<file path="src/inc/exc_pkg.sv">
package exc_pkg;
	// Register byte offsets on the Avalon slave
	localparam logic [7:0]  REG_STATUS    = 8'h00;
	localparam logic [7:0]  REG_VBR       = 8'h04;
	localparam logic [7:0]  REG_SUP_SP    = 8'h08;
	localparam logic [7:0]  REG_INFO      = 8'h0c;

	// Status word fields and values after reset
	localparam int          SW_T          = 15;
	localparam int          SW_S          = 13;
	localparam int          SW_MASK       = 8;
	localparam logic [15:0] SW_RESET      = 16'h2700;
	localparam logic [31:0] VBR_RESET     = 32'h0000_0000;
	localparam logic [31:0] RST_VEC_ADDR  = 32'h0000_0000;
	localparam logic [2:0]  LVL_MAX       = 3'h7;

	// Vector numbers and frame formats
	localparam logic [7:0]  VEC_BUS_ERR   = 8'h02;
	localparam logic [7:0]  VEC_ADDR_ERR  = 8'h03;
	localparam logic [7:0]  VEC_ILLEGAL   = 8'h04;
	localparam logic [7:0]  VEC_PRIV      = 8'h08;
	localparam logic [7:0]  VEC_TRACE     = 8'h09;
	localparam logic [7:0]  VEC_LINE_A    = 8'h0a;
	localparam logic [7:0]  VEC_LINE_F    = 8'h0b;
	localparam logic [7:0]  VEC_SPURIOUS  = 8'h18;
	localparam logic [7:0]  VEC_AUTO_BASE = 8'h18;
	localparam logic [3:0]  FMT_SHORT     = 4'h0;
	localparam logic [3:0]  FMT_LONG      = 4'h8;
	localparam logic [31:0] IACK_ADDR     = 32'hffff_fff1;

	// Opcode patterns
	localparam logic [15:0] OP_BKPT       = 16'h4848;
	localparam logic [15:0] OP_ILL_LO     = 16'h4afa;
	localparam logic [15:0] OP_ILL_HI     = 16'h4afc;
	localparam logic [15:0] OP_AND_SW     = 16'h027c;
	localparam logic [15:0] OP_EOR_SW     = 16'h0a7c;
	localparam logic [15:0] OP_OR_SW      = 16'h007c;
	localparam logic [15:0] OP_TO_SW      = 16'h46c0;
	localparam logic [15:0] OP_FROM_SW    = 16'h40c0;
	localparam logic [15:0] OP_CTRL_MOVE  = 16'h4e7a;
	localparam logic [15:0] OP_ALT_MOVE   = 16'h0e00;
	localparam logic [15:0] OP_USTK_MOVE  = 16'h4e60;
	localparam logic [15:0] OP_RESET      = 16'h4e70;
	localparam logic [15:0] OP_STOP       = 16'h4e72;
	localparam logic [15:0] OP_EXC_RETURN = 16'h4e73;

	// Length of the external reset pulse in core cycles
	localparam int          EXT_RESET_CYC = 124;

	typedef enum logic [8:0] {
		ST_RSTVEC = 9'h001,
		ST_IDLE   = 9'h002,
		ST_DECIDE = 9'h004,
		ST_IACK   = 9'h008,
		ST_BKPT   = 9'h010,
		ST_PUSH   = 9'h020,
		ST_VEC    = 9'h040,
		ST_EXTRST = 9'h080,
		ST_SPARE  = 9'h100
	} state_e;

	typedef enum logic [1:0] {
		TERM_XFER_ACK  = 2'h0,
		TERM_AUTOVEC   = 2'h1,
		TERM_BUS_FAULT = 2'h2
	} term_e;

	typedef enum logic [1:0] {
		KIND_DATA = 2'h0,
		KIND_IACK = 2'h1,
		KIND_BKPT = 2'h2
	} kind_e;

	typedef struct packed {
		logic        req;
		logic        we;
		kind_e       kind;
		logic [31:0] addr;
		logic [15:0] wdata;
	} bus_req_s;

	typedef struct packed {
		logic        done;
		term_e       term;
		logic [15:0] rdata;
	} bus_rsp_s;

	typedef struct packed {
		logic        valid;
		logic        executed;
		logic        bad;
		logic [15:0] opcode;
		logic [31:0] pc;
		logic        trap_req;
		logic [7:0]  trap_vec;
	} bnd_s;
endpackage

</file>
<file path="src/exc_sequencer.sv">
`timescale 1ns/1ps
// What this block does
// - Reset: supervisor, no trace, mask seven
// - Reset clears vector base, uses vector zero
// - Reset loads stack then PC, no stacking
// - Reset instruction pulses external reset, continues
// - Encoded request levels; mask blocks lower-equal
// - Pending interrupts taken only at boundaries
// - Accept: copy status, supervisor, no trace, mask
// - Vector read in acknowledge cycle, low byte
// - Autovector request gives level-based vector
// - Faulted acknowledge gives spurious vector, short
// - Push format/offset, PC, status; offset vec*4
// - Level seven unmaskable; edge and comparison
// - Trap, overflow, bounds, zero divide raise exceptions
// - Bad opcodes and 4afa-4afc are illegal
// - 4848-484f: breakpoint cycle, then illegal
// - Line 1010 and 1111 have own vectors
// - Privileged instruction in user state faults
// - Trace bit at start traces the instruction
// - No trace for unexecuted or aborted instruction
// - Forced exception, then trace, then interrupt
// - Aborts start within two cycles, fixed priority
// - Vector address is base plus offset
module exc_sequencer #(
	parameter int RESET_PULSE_CYC = exc_pkg::EXT_RESET_CYC
) (
	// Clock and reset
	input  wire logic             core_clk_i,
	input  wire logic             resetn_i,
	// Interrupt request pins, encoded level
	input  wire logic [2:0]       irq_level_i,
	// Instruction boundary and aborts from the core
	input  exc_pkg::bnd_s         bnd_i,
	input  wire logic             addr_err_i,
	input  wire logic             bus_err_i,
	// Bus unit port
	output exc_pkg::bus_req_s     bus_req_o,
	input  exc_pkg::bus_rsp_s     bus_rsp_i,
	// Restart of the core and external reset
	output logic                  resume_o,
	output logic                  pc_load_o,
	output logic [31:0]           pc_o,
	output logic                  ext_reset_o,
	// Avalon-MM slave
	input  wire logic [7:0]       avs_address_i,
	input  wire logic             avs_read_i,
	input  wire logic             avs_write_i,
	input  wire logic [3:0]       avs_byteenable_i,
	input  wire logic [31:0]      avs_writedata_i,
	output logic [31:0]           avs_readdata_o,
	output logic                  avs_waitrequest_o
);
	typedef struct packed {
		exc_pkg::state_e   st;
		logic [15:0]       sw;
		logic [15:0]       sw_copy;
		logic [31:0]       vbr;
		logic [31:0]       sup_sp;
		logic [31:0]       pc;
		logic [15:0]       fetch;
		logic [7:0]        vec;
		logic [3:0]        fmt;
		logic [2:0]        lvl_prev;
		logic [2:0]        ack_lvl;
		logic              nmi_pend;
		logic              trap_pend;
		logic [7:0]        trap_vec;
		logic              trace_pend;
		logic              t_arm;
		logic              taken;
		logic [15:0]       op;
		logic              op_bad;
		logic [1:0]        cnt;
		logic [7:0]        rst_cnt;
		exc_pkg::bus_req_s bus;
		logic              resume;
		logic              pc_load;
		logic              ext_reset;
		logic              waitreq;
		logic [31:0]       rdata;
	} state_s;

	state_s      s_q;
	state_s      s_d;
	logic [2:0]  lvl;
	logic        irq_take;
	logic        op_bkpt;
	logic        op_ill;
	logic        op_priv;
	logic        rsp_done;
	logic        bus_acc;
	logic [31:0] rd_mux;

	irq_level_sync #(
		.W (3)
	) u_lvl (
		.core_clk_i (core_clk_i),
		.resetn_i   (resetn_i),
		.level_i    (irq_level_i),
		.level_o    (lvl)
	);

	function automatic logic [31:0] merge(input logic [31:0] o,
		input logic [31:0] n, input logic [3:0] be);
		logic [31:0] r;
		r = o;
		for (int i = 0; i < 4; i++)
			if (be[i])
				r[8*i +: 8] = n[8*i +: 8];
		return r;
	endfunction

	// Common first step of every exception entry
	function automatic state_s enter(input state_s s,
		input logic [7:0] v, input logic [3:0] f);
		state_s r;
		r = s;
		r.sw_copy = s.sw;
		r.sw[exc_pkg::SW_S] = 1'b1;
		r.sw[exc_pkg::SW_T] = 1'b0;
		r.vec = v;
		r.fmt = f;
		r.cnt = 2'h0;
		r.taken = 1'b1;
		r.st = exc_pkg::ST_PUSH;
		return r;
	endfunction

	always_comb
	begin
		op_bkpt = (s_q.op & 16'hfff8) == exc_pkg::OP_BKPT;
		op_ill = s_q.op_bad || (s_q.op >= exc_pkg::OP_ILL_LO
			&& s_q.op <= exc_pkg::OP_ILL_HI);
		op_priv = s_q.op == exc_pkg::OP_AND_SW
			|| s_q.op == exc_pkg::OP_EOR_SW
			|| s_q.op == exc_pkg::OP_OR_SW
			|| (s_q.op & 16'hffc0) == exc_pkg::OP_TO_SW
			|| (s_q.op & 16'hffc0) == exc_pkg::OP_FROM_SW
			|| (s_q.op & 16'hfffe) == exc_pkg::OP_CTRL_MOVE
			|| ((s_q.op & 16'hff00) == exc_pkg::OP_ALT_MOVE
			&& s_q.op[7:6] != 2'h3)
			|| (s_q.op & 16'hfff0) == exc_pkg::OP_USTK_MOVE
			|| s_q.op == exc_pkg::OP_RESET
			|| s_q.op == exc_pkg::OP_STOP
			|| s_q.op == exc_pkg::OP_EXC_RETURN;
		// Level seven always beats the mask through the edge flag
		irq_take = s_q.nmi_pend
			|| lvl > s_q.sw[exc_pkg::SW_MASK +: 3];
		rsp_done = s_q.bus.req && bus_rsp_i.done;
		bus_acc = (avs_read_i || avs_write_i) && !s_q.waitreq;
		unique case (avs_address_i)
			exc_pkg::REG_STATUS: rd_mux = {16'h0, s_q.sw};
			exc_pkg::REG_VBR:    rd_mux = s_q.vbr;
			exc_pkg::REG_SUP_SP: rd_mux = s_q.sup_sp;
			exc_pkg::REG_INFO:   rd_mux = {14'h0, s_q.nmi_pend,
				s_q.st != exc_pkg::ST_IDLE, 5'h0, lvl, s_q.vec};
			default:             rd_mux = 32'h0;
		endcase
	end

	always_comb
	begin
		s_d = s_q;
		s_d.resume = 1'b0;
		s_d.pc_load = 1'b0;
		// One wait cycle, then the answer; writes land on that edge
		s_d.waitreq = !((avs_read_i || avs_write_i) && s_q.waitreq);
		if ((avs_read_i || avs_write_i) && s_q.waitreq)
			s_d.rdata = rd_mux;
		if (bus_acc && avs_write_i)
		begin
			unique case (avs_address_i)
				exc_pkg::REG_STATUS: s_d.sw = 16'(merge(
					{16'h0, s_q.sw}, avs_writedata_i,
					avs_byteenable_i));
				exc_pkg::REG_VBR: s_d.vbr = merge(s_q.vbr,
					avs_writedata_i, avs_byteenable_i);
				exc_pkg::REG_SUP_SP: s_d.sup_sp = merge(s_q.sup_sp,
					avs_writedata_i, avs_byteenable_i);
				default: s_d.rdata = s_q.rdata;
			endcase
		end
		unique case (s_q.st)
			exc_pkg::ST_RSTVEC:
			begin
				if (!s_q.bus.req)
				begin
					s_d.bus.req = 1'b1;
					s_d.bus.we = 1'b0;
					s_d.bus.kind = exc_pkg::KIND_DATA;
					s_d.bus.addr = exc_pkg::RST_VEC_ADDR
						+ {29'h0, s_q.cnt, 1'b0};
				end
				else if (bus_rsp_i.done)
				begin
					s_d.bus.req = 1'b0;
					s_d.fetch = bus_rsp_i.rdata;
					s_d.cnt = s_q.cnt + 2'h1;
					if (s_q.cnt == 2'h1)
						s_d.sup_sp = {s_q.fetch,
							bus_rsp_i.rdata};
					if (s_q.cnt == 2'h3)
					begin
						s_d.pc = {s_q.fetch, bus_rsp_i.rdata};
						s_d.resume = 1'b1;
						s_d.pc_load = 1'b1;
						s_d.t_arm = s_q.sw[exc_pkg::SW_T];
						s_d.st = exc_pkg::ST_IDLE;
					end
				end
			end
			exc_pkg::ST_IDLE:
			begin
				if (addr_err_i || bus_err_i)
				begin
					// Aborted work is never traced
					s_d.trace_pend = 1'b0;
					s_d.trap_pend = 1'b0;
					s_d.t_arm = 1'b0;
					s_d.pc = bnd_i.pc;
					s_d = enter(s_d, addr_err_i ? exc_pkg::VEC_ADDR_ERR
						: exc_pkg::VEC_BUS_ERR,
						exc_pkg::FMT_LONG);
				end
				else if (bnd_i.valid)
				begin
					s_d.trap_pend = bnd_i.trap_req;
					s_d.trap_vec = bnd_i.trap_vec;
					s_d.trace_pend = s_q.t_arm
						&& bnd_i.executed;
					s_d.t_arm = 1'b0;
					s_d.pc = bnd_i.pc;
					s_d.op = bnd_i.opcode;
					s_d.op_bad = bnd_i.bad;
					s_d.taken = 1'b0;
					s_d.st = exc_pkg::ST_DECIDE;
				end
			end
			exc_pkg::ST_DECIDE:
			begin
				if (s_q.trap_pend)
				begin
					s_d.trap_pend = 1'b0;
					s_d = enter(s_d, s_q.trap_vec,
						exc_pkg::FMT_SHORT);
				end
				else if (s_q.trace_pend)
				begin
					s_d.trace_pend = 1'b0;
					s_d = enter(s_d, exc_pkg::VEC_TRACE,
						exc_pkg::FMT_SHORT);
				end
				else if (irq_take)
				begin
					s_d = enter(s_d, 8'h00, exc_pkg::FMT_SHORT);
					s_d.ack_lvl = s_q.nmi_pend ? exc_pkg::LVL_MAX : lvl;
					s_d.sw[exc_pkg::SW_MASK +: 3] = s_d.ack_lvl;
					if (s_d.ack_lvl == exc_pkg::LVL_MAX)
						s_d.nmi_pend = 1'b0;
					s_d.st = exc_pkg::ST_IACK;
				end
				else if (s_q.taken)
				begin
					s_d.resume = 1'b1;
					s_d.pc_load = 1'b1;
					s_d.t_arm = s_q.sw[exc_pkg::SW_T];
					s_d.st = exc_pkg::ST_IDLE;
				end
				else if (op_bkpt)
				begin
					s_d = enter(s_d, exc_pkg::VEC_ILLEGAL,
						exc_pkg::FMT_SHORT);
					s_d.st = exc_pkg::ST_BKPT;
				end
				else if (op_ill)
					s_d = enter(s_d, exc_pkg::VEC_ILLEGAL,
						exc_pkg::FMT_SHORT);
				else if (s_q.op[15:12] == 4'ha)
					s_d = enter(s_d, exc_pkg::VEC_LINE_A,
						exc_pkg::FMT_SHORT);
				else if (s_q.op[15:12] == 4'hf)
					s_d = enter(s_d, exc_pkg::VEC_LINE_F,
						exc_pkg::FMT_SHORT);
				else if (op_priv && !s_q.sw[exc_pkg::SW_S])
					s_d = enter(s_d, exc_pkg::VEC_PRIV,
						exc_pkg::FMT_SHORT);
				else if (s_q.op == exc_pkg::OP_RESET)
				begin
					s_d.ext_reset = 1'b1;
					s_d.rst_cnt = 8'(RESET_PULSE_CYC - 1);
					s_d.st = exc_pkg::ST_EXTRST;
				end
				else
				begin
					s_d.resume = 1'b1;
					s_d.t_arm = s_q.sw[exc_pkg::SW_T];
					s_d.st = exc_pkg::ST_IDLE;
				end
			end
			exc_pkg::ST_IACK:
			begin
				if (!s_q.bus.req)
				begin
					s_d.bus.req = 1'b1;
					s_d.bus.we = 1'b0;
					s_d.bus.kind = exc_pkg::KIND_IACK;
					s_d.bus.addr = exc_pkg::IACK_ADDR & ~32'he
						| {28'h0, s_q.ack_lvl, 1'b0};
				end
				else if (bus_rsp_i.done)
				begin
					s_d.bus.req = 1'b0;
					s_d.st = exc_pkg::ST_PUSH;
					unique case (bus_rsp_i.term)
						exc_pkg::TERM_AUTOVEC: s_d.vec =
							exc_pkg::VEC_AUTO_BASE
							+ {5'h0, s_q.ack_lvl};
						exc_pkg::TERM_BUS_FAULT: s_d.vec =
							exc_pkg::VEC_SPURIOUS;
						default: s_d.vec =
							bus_rsp_i.rdata[7:0];
					endcase
				end
			end
			exc_pkg::ST_BKPT:
			begin
				// Any termination ends the cycle; no data is used
				if (!s_q.bus.req)
				begin
					s_d.bus.req = 1'b1;
					s_d.bus.we = 1'b0;
					s_d.bus.kind = exc_pkg::KIND_BKPT;
					s_d.bus.addr = s_q.pc;
				end
				else if (bus_rsp_i.done)
				begin
					s_d.bus.req = 1'b0;
					s_d.st = exc_pkg::ST_PUSH;
				end
			end
			exc_pkg::ST_PUSH:
			begin
				if (!s_q.bus.req)
				begin
					s_d.bus.req = 1'b1;
					s_d.bus.we = 1'b1;
					s_d.bus.kind = exc_pkg::KIND_DATA;
					s_d.bus.addr = s_q.sup_sp - 32'h2;
					unique case (s_q.cnt)
						2'h0: s_d.bus.wdata = {s_q.fmt, 2'h0,
							s_q.vec, 2'h0};
						2'h1: s_d.bus.wdata = s_q.pc[15:0];
						2'h2: s_d.bus.wdata = s_q.pc[31:16];
						default: s_d.bus.wdata = s_q.sw_copy;
					endcase
				end
				else if (bus_rsp_i.done)
				begin
					s_d.bus.req = 1'b0;
					s_d.sup_sp = s_q.sup_sp - 32'h2;
					s_d.cnt = s_q.cnt + 2'h1;
					if (s_q.cnt == 2'h3)
						s_d.st = exc_pkg::ST_VEC;
				end
			end
			exc_pkg::ST_VEC:
			begin
				if (!s_q.bus.req)
				begin
					s_d.bus.req = 1'b1;
					s_d.bus.we = 1'b0;
					s_d.bus.kind = exc_pkg::KIND_DATA;
					s_d.bus.addr = s_q.vbr + {22'h0, s_q.vec, 2'h0}
						+ {30'h0, s_q.cnt[0], 1'b0};
				end
				else if (bus_rsp_i.done)
				begin
					s_d.bus.req = 1'b0;
					s_d.fetch = bus_rsp_i.rdata;
					s_d.cnt = s_q.cnt + 2'h1;
					if (s_q.cnt == 2'h1)
					begin
						s_d.pc = {s_q.fetch, bus_rsp_i.rdata};
						s_d.st = exc_pkg::ST_DECIDE;
					end
				end
			end
			exc_pkg::ST_EXTRST:
			begin
				s_d.rst_cnt = s_q.rst_cnt - 8'h1;
				if (s_q.rst_cnt == 8'h0)
				begin
					s_d.ext_reset = 1'b0;
					s_d.resume = 1'b1;
					s_d.t_arm = s_q.sw[exc_pkg::SW_T];
					s_d.st = exc_pkg::ST_IDLE;
				end
			end
			default: s_d.st = exc_pkg::ST_RSTVEC;
		endcase
		// Edge to seven is caught after the clear, so it is never lost;
		// an edge accepted in this very cycle is not entered twice
		if (lvl == exc_pkg::LVL_MAX && s_q.lvl_prev != exc_pkg::LVL_MAX
			&& !(s_q.st == exc_pkg::ST_DECIDE
			&& s_d.st == exc_pkg::ST_IACK
			&& s_d.ack_lvl == exc_pkg::LVL_MAX))
			s_d.nmi_pend = 1'b1;
		s_d.lvl_prev = lvl;
	end

	always_ff @(posedge core_clk_i)
	begin
		if (!resetn_i)
		begin
			s_q <= '0;
			s_q.st <= exc_pkg::ST_RSTVEC;
			s_q.sw <= exc_pkg::SW_RESET;
			s_q.vbr <= exc_pkg::VBR_RESET;
			s_q.lvl_prev <= exc_pkg::LVL_MAX;
			s_q.waitreq <= 1'b1;
		end
		else
			s_q <= s_d;
	end

	assign bus_req_o = s_q.bus;
	assign resume_o = s_q.resume;
	assign pc_load_o = s_q.pc_load;
	assign pc_o = s_q.pc;
	assign ext_reset_o = s_q.ext_reset;
	assign avs_readdata_o = s_q.rdata;
	assign avs_waitrequest_o = s_q.waitreq;
endmodule

</file>
<file path="src/irq_level_sync.sv">
`timescale 1ns/1ps
module irq_level_sync #(
	parameter int W = 3
) (
	// Clock and reset
	input  wire logic         core_clk_i,
	input  wire logic         resetn_i,
	// Level from the pins and its settled copy
	input  wire logic [W-1:0] level_i,
	output logic      [W-1:0] level_o
);
	typedef struct packed {
		logic [W-1:0] meta;
		logic [W-1:0] sync;
		logic [W-1:0] prev;
		logic [W-1:0] stable;
	} sync_s;

	sync_s s_q;
	sync_s s_d;

	// A level is passed on only once two synced samples agree, so a
	// skewed change of the encoded lines never shows a false level
	always_comb
	begin
		s_d = s_q;
		s_d.meta = level_i;
		s_d.sync = s_q.meta;
		s_d.prev = s_q.sync;
		if (s_q.sync == s_q.prev)
			s_d.stable = s_q.sync;
	end

	always_ff @(posedge core_clk_i)
	begin
		if (!resetn_i)
			s_q <= '0;
		else
			s_q <= s_d;
	end

	assign level_o = s_q.stable;
endmodule

</file>
<file path="config.mk">
export PLATFORM = sky130hd
export DESIGN_NAME = exc_sequencer
export DESIGN_NICKNAME = d
export VERILOG_FILES = /design/src/inc/exc_pkg.sv /design/src/exc_sequencer.sv /design/src/irq_level_sync.sv
export SDC_FILE = /design/constraint.sdc
export NUM_CORES = 1
export LEC_CHECK = 0
export ABC_AREA = 1
export BUFFER_PORTS_ARGS = -buffer_cell sky130_fd_sc_hd__buf_2
export CORE_ASPECT_RATIO = 1.2
export CORE_MARGIN = 1.5
export CORE_UTILIZATION = 53
export DETAILED_ROUTE_END_ITERATION = 8
export PLACE_DENSITY_LB_ADDON = 0.12
export SYNTH_ARGS = -nofsm -noshare
export SYNTH_HDL_FRONTEND = slang
export SYNTH_SLANG_ARGS = --single-unit
</file>
<file path="constraint.sdc">
create_clock -name core_clk_i -period 2.06 [get_ports core_clk_i]
set_input_delay 0.618 -clock core_clk_i [delete_from_list [all_inputs] [get_ports core_clk_i]]
set_output_delay 0.618 -clock core_clk_i [all_outputs]
set_load 0.05 [all_outputs]
</file>
==> impl_metrics.json <==
{
  "yosys.area.top_type": "dfxtp_1",
  "r2r_cells": 8,
  "required_ps": 2550,
  "area_growth_pct": 35.6,
  "max_stage_delay_ps": 610,
  "worstPathCellList": "inv_1 > nor4_2 > nand2_1 > buf_4 > o21ai_0 > nand3b_1 > nand2_1 > a21oi_2",
  "synth-async-reset-ratio": 0,
  "start_util": 0.539,
  "max_cap_violations": 0,
  "dpl_worst_slack_ps": -381,
  "synth-main-ff-cell": "dfxtp_1",
  "relSlewSlack": 0.512,
  "cts_root_buf": "clkbuf_16",
  "port_buffers": 251,
  "drt_first_pass_iters": 7,
  "numCtsBuffers": 35,
  "setup_ws_ps": -109,
  "utilization": 0.731,
  "ys_warn_count": 0,
  "clock_latency_ps": 570,
  "synth_nets": 2724,
  "postSynthAreaPerCell_um2": 6.76,
  "syn_inst": 2571,
  "drt_iter0_drc": 2363,
  "stdcell_count": 3446,
  "fin_worst_skew_ps": 28.3,
  "avgRoutedWirePerCell_um": 22.8,
  "via_per_inst": 5.98,
  "status": "complete, but fails checks",
  "antenna_found_initial": 1,
  "cp_slowest_cell": "o21ai_0",
  "synth_area_um2": 17400,
  "grt_overflow": 0,
  "worstHoldStart": "irq_level_i[1]",
  "tritoncts": "done",
  "crit_top_cell": "nand2_1",
  "synth_cell_types": 58,
  "violations": "setup timing",
  "synth_edf_count": 0,
  "drv_slew": 0,
  "finalCriticalPeriod_ps": 2170,
  "fill_cells": 2624,
  "design.final.nets": 3166,
  "crit_type": "reg -> reg",
  "placed_cell_area_um2": 20500,
  "clock_path_buffers": 3,
  "cts.clk_slew.worst_paths_ps": 60,
  "finalWirelength_um": 78400,
  "end_kind": "flop",
  "dp_cells": 3336,
  "startpoint_type": "flop",
  "crit_fanout": 25,
  "rsz0062_at_grt": "yes",
  "setup_violations": 39,
  "r2r-start": "s_q[294]$_SDFF_PN0_",
  "synth_common_cells": "nand2_1, dfxtp_1, inv_1, nor2_1, a21oi_1",
  "p_leak_nw": 10.5,
  "tns_ps": -1660,
  "power.density_nw_per_um2": 605,
  "grtUsageTotal": 0.440,
  "min_period_over_period": 1.05,
  "dieHeight_um": 201,
  "finalPower_mw": 14.3,
  "max_freq_mhz": 461,
  "synth_area_leaders": "dfxtp_1, nand2_1, a21oi_1",
  "rrSetupSlack_ps": -110,
  "cp.depth": 8,
  "drc": 0,
  "grt_pass1_vias": 19600,
  "crit_buf_inv": 2,
  "worst_pin_slew_ps": 724,
  "ys_ff_latch": 308,
  "crit_family": "compound AO/OA/AOI/OAI gates",
  "num_rows": 72,
  "max-vdd-ir-drop_mv": 0.714,
  "drive_gt1_frac": 0.342,
  "die-area_um2": 33900,
  "gp_routability_congestion": 1.08,
  "cts-htree-levels": 2,
  "grt_pass1_wl_um": 112000,
  "cts.sinks": 308,
  "ios": 252,
  "yosysSeqAreaShare": 0.355,
  "antenna_left": 0,
  "cp-startpoint": "s_q[294]$_SDFF_PN0_",
  "vias": 20600,
  "hold_viol_final": 0,
  "coreArea_um2": 32300,
  "grt_max_degree": 82,
  "cts_hold_repair.buffers": 0,
  "finalInstanceArea_um2": 23600,
  "yosys.area.top_type_share": 0.355,
  "worstHoldPathCells": 3,
  "yosysMostFrequentCell": "nand2_1",
  "dp_hpwl_um": 59200,
  "die_x_um": 168,
  "worstPathArrival_ps": 2660,
  "hold_class": "in -> reg",
  "whs_ps": 238
}
==> flip-flops by register name (all words and copies together) (netlist names) <==
signal / flops
s_q: 176
bus_req_o: 52
avs_readdata_o: 32
pc_o: 32
u_lvl.s_d: 6
u_lvl.level_o: 3
u_lvl.s_q: 3
avs_waitrequest_o: 1
ext_reset_o: 1
pc_load_o: 1
resume_o: 1
==> path summary, 6_finish.rpt <==
path	end
max reg2reg	bus_req_o[45]$_SDFFE_PN0P_
max	bus_req_o[45]$_SDFFE_PN0P_
min	u_lvl.s_d[7]$_SDFF_PN0_
min reg2reg	u_lvl.s_d[5]$_SDFF_PN0_
==> per-layer routing <==
metal | GRT usage | share of wire | up-vias | routed length (µm)
li1 | - | - | 9342 | -
met1 | 0.467 | 0.34 | 9570 | 26300
met2 | 0.740 | 0.47 | 1262 | 37000
met3 | 0.0828 | 0.082 | 441 | 6430
met4 | 0.398 | 0.11 | 0 | 8610
met5 | 0 | 0 | - | 0
==> cells in the final DEF, fill, tap and decap left out, types with 9 or more instances in the layout <==
master     count
a211oi_1      27
a21oi_1      198
a21oi_2       27
a221oi_1      14
a22oi_1       21
a31oi_1       32
buf_12        15
buf_2        250
buf_4        337
buf_6         28
clkbuf_16     38
dfxtp_1      268
dfxtp_2       33
ha_4          10
inv_1        258
inv_2         35
nand2_1      456
nand2_2       45
nand2_4       14
nand3_1       88
nand3_2       25
nand3_4        9
nand4_1       31
nor2_1       216
nor2_2        24
nor2_4        36
nor3_1        25
o211ai_1      15
o21ai_0      152
o21ai_1       51
o21ai_2       19
o221ai_1      11
o22ai_1       64
xor2_1        27
==> power by group <==
group	leakage [nW]	switching, mW	internal [mW]	total [mW]
sequential	2.51	0.0687	6.01	6.08
clock	0.607	2.75	4.11	6.86
combinational	7.43	0.855	0.474	1.33
==> logic make-up (layout without fill, tap and decap cells) <==
group	Yosys count	in the layout	share of synthesized area
AO/OA/AOI/OAI	660	660	0.217
adder cells (fa/ha/maj)	21	21	0.0155
buffers and inverters	536	1003	0.145
XOR/XNOR	29	29	0.0146
AND/OR/NAND/NOR	1016	1016	0.253
other	1	2	0.000216
flip-flops	308	308	0.355
==> worst reg2reg max path, stage by stage (launching register included) <==
cell      delay (ps)
dfxtp_1          410
inv_1            110
nor4_2           240
nand2_1          140
buf_4            240
o21ai_0          620
nand3b_1         190
nand2_1           60
a21oi_2          100
==> cell type report <==
| type | instances | area (µm²) | share of cell area |
|---|---|---|---|
| Multi-Input combinational cell | 1727 | 9890 | 0.419 |
| Clock buffer | 45 | 963 | 0.0408 |
| Antenna cell | 1 | 2.50 | 0.000106 |
| Clock inverter | 17 | 287 | 0.0121 |
| Tap cell | 407 | 509 | 0.0216 |
| Sequential cell | 308 | 6230 | 0.264 |
| Inverter | 304 | 1170 | 0.0497 |
| Timing Repair Buffer | 637 | 4530 | 0.192 |
==> repair_timing <==
item	CTS	global route
hold endpoints to repair	0	0
gates cloned	0	5
endpoints found under the setup margin	102	177
setup buffers	9	38
pin swaps	47	105
resized for setup	141	292
Note: power is estimated with default switching activity, not from simulation.
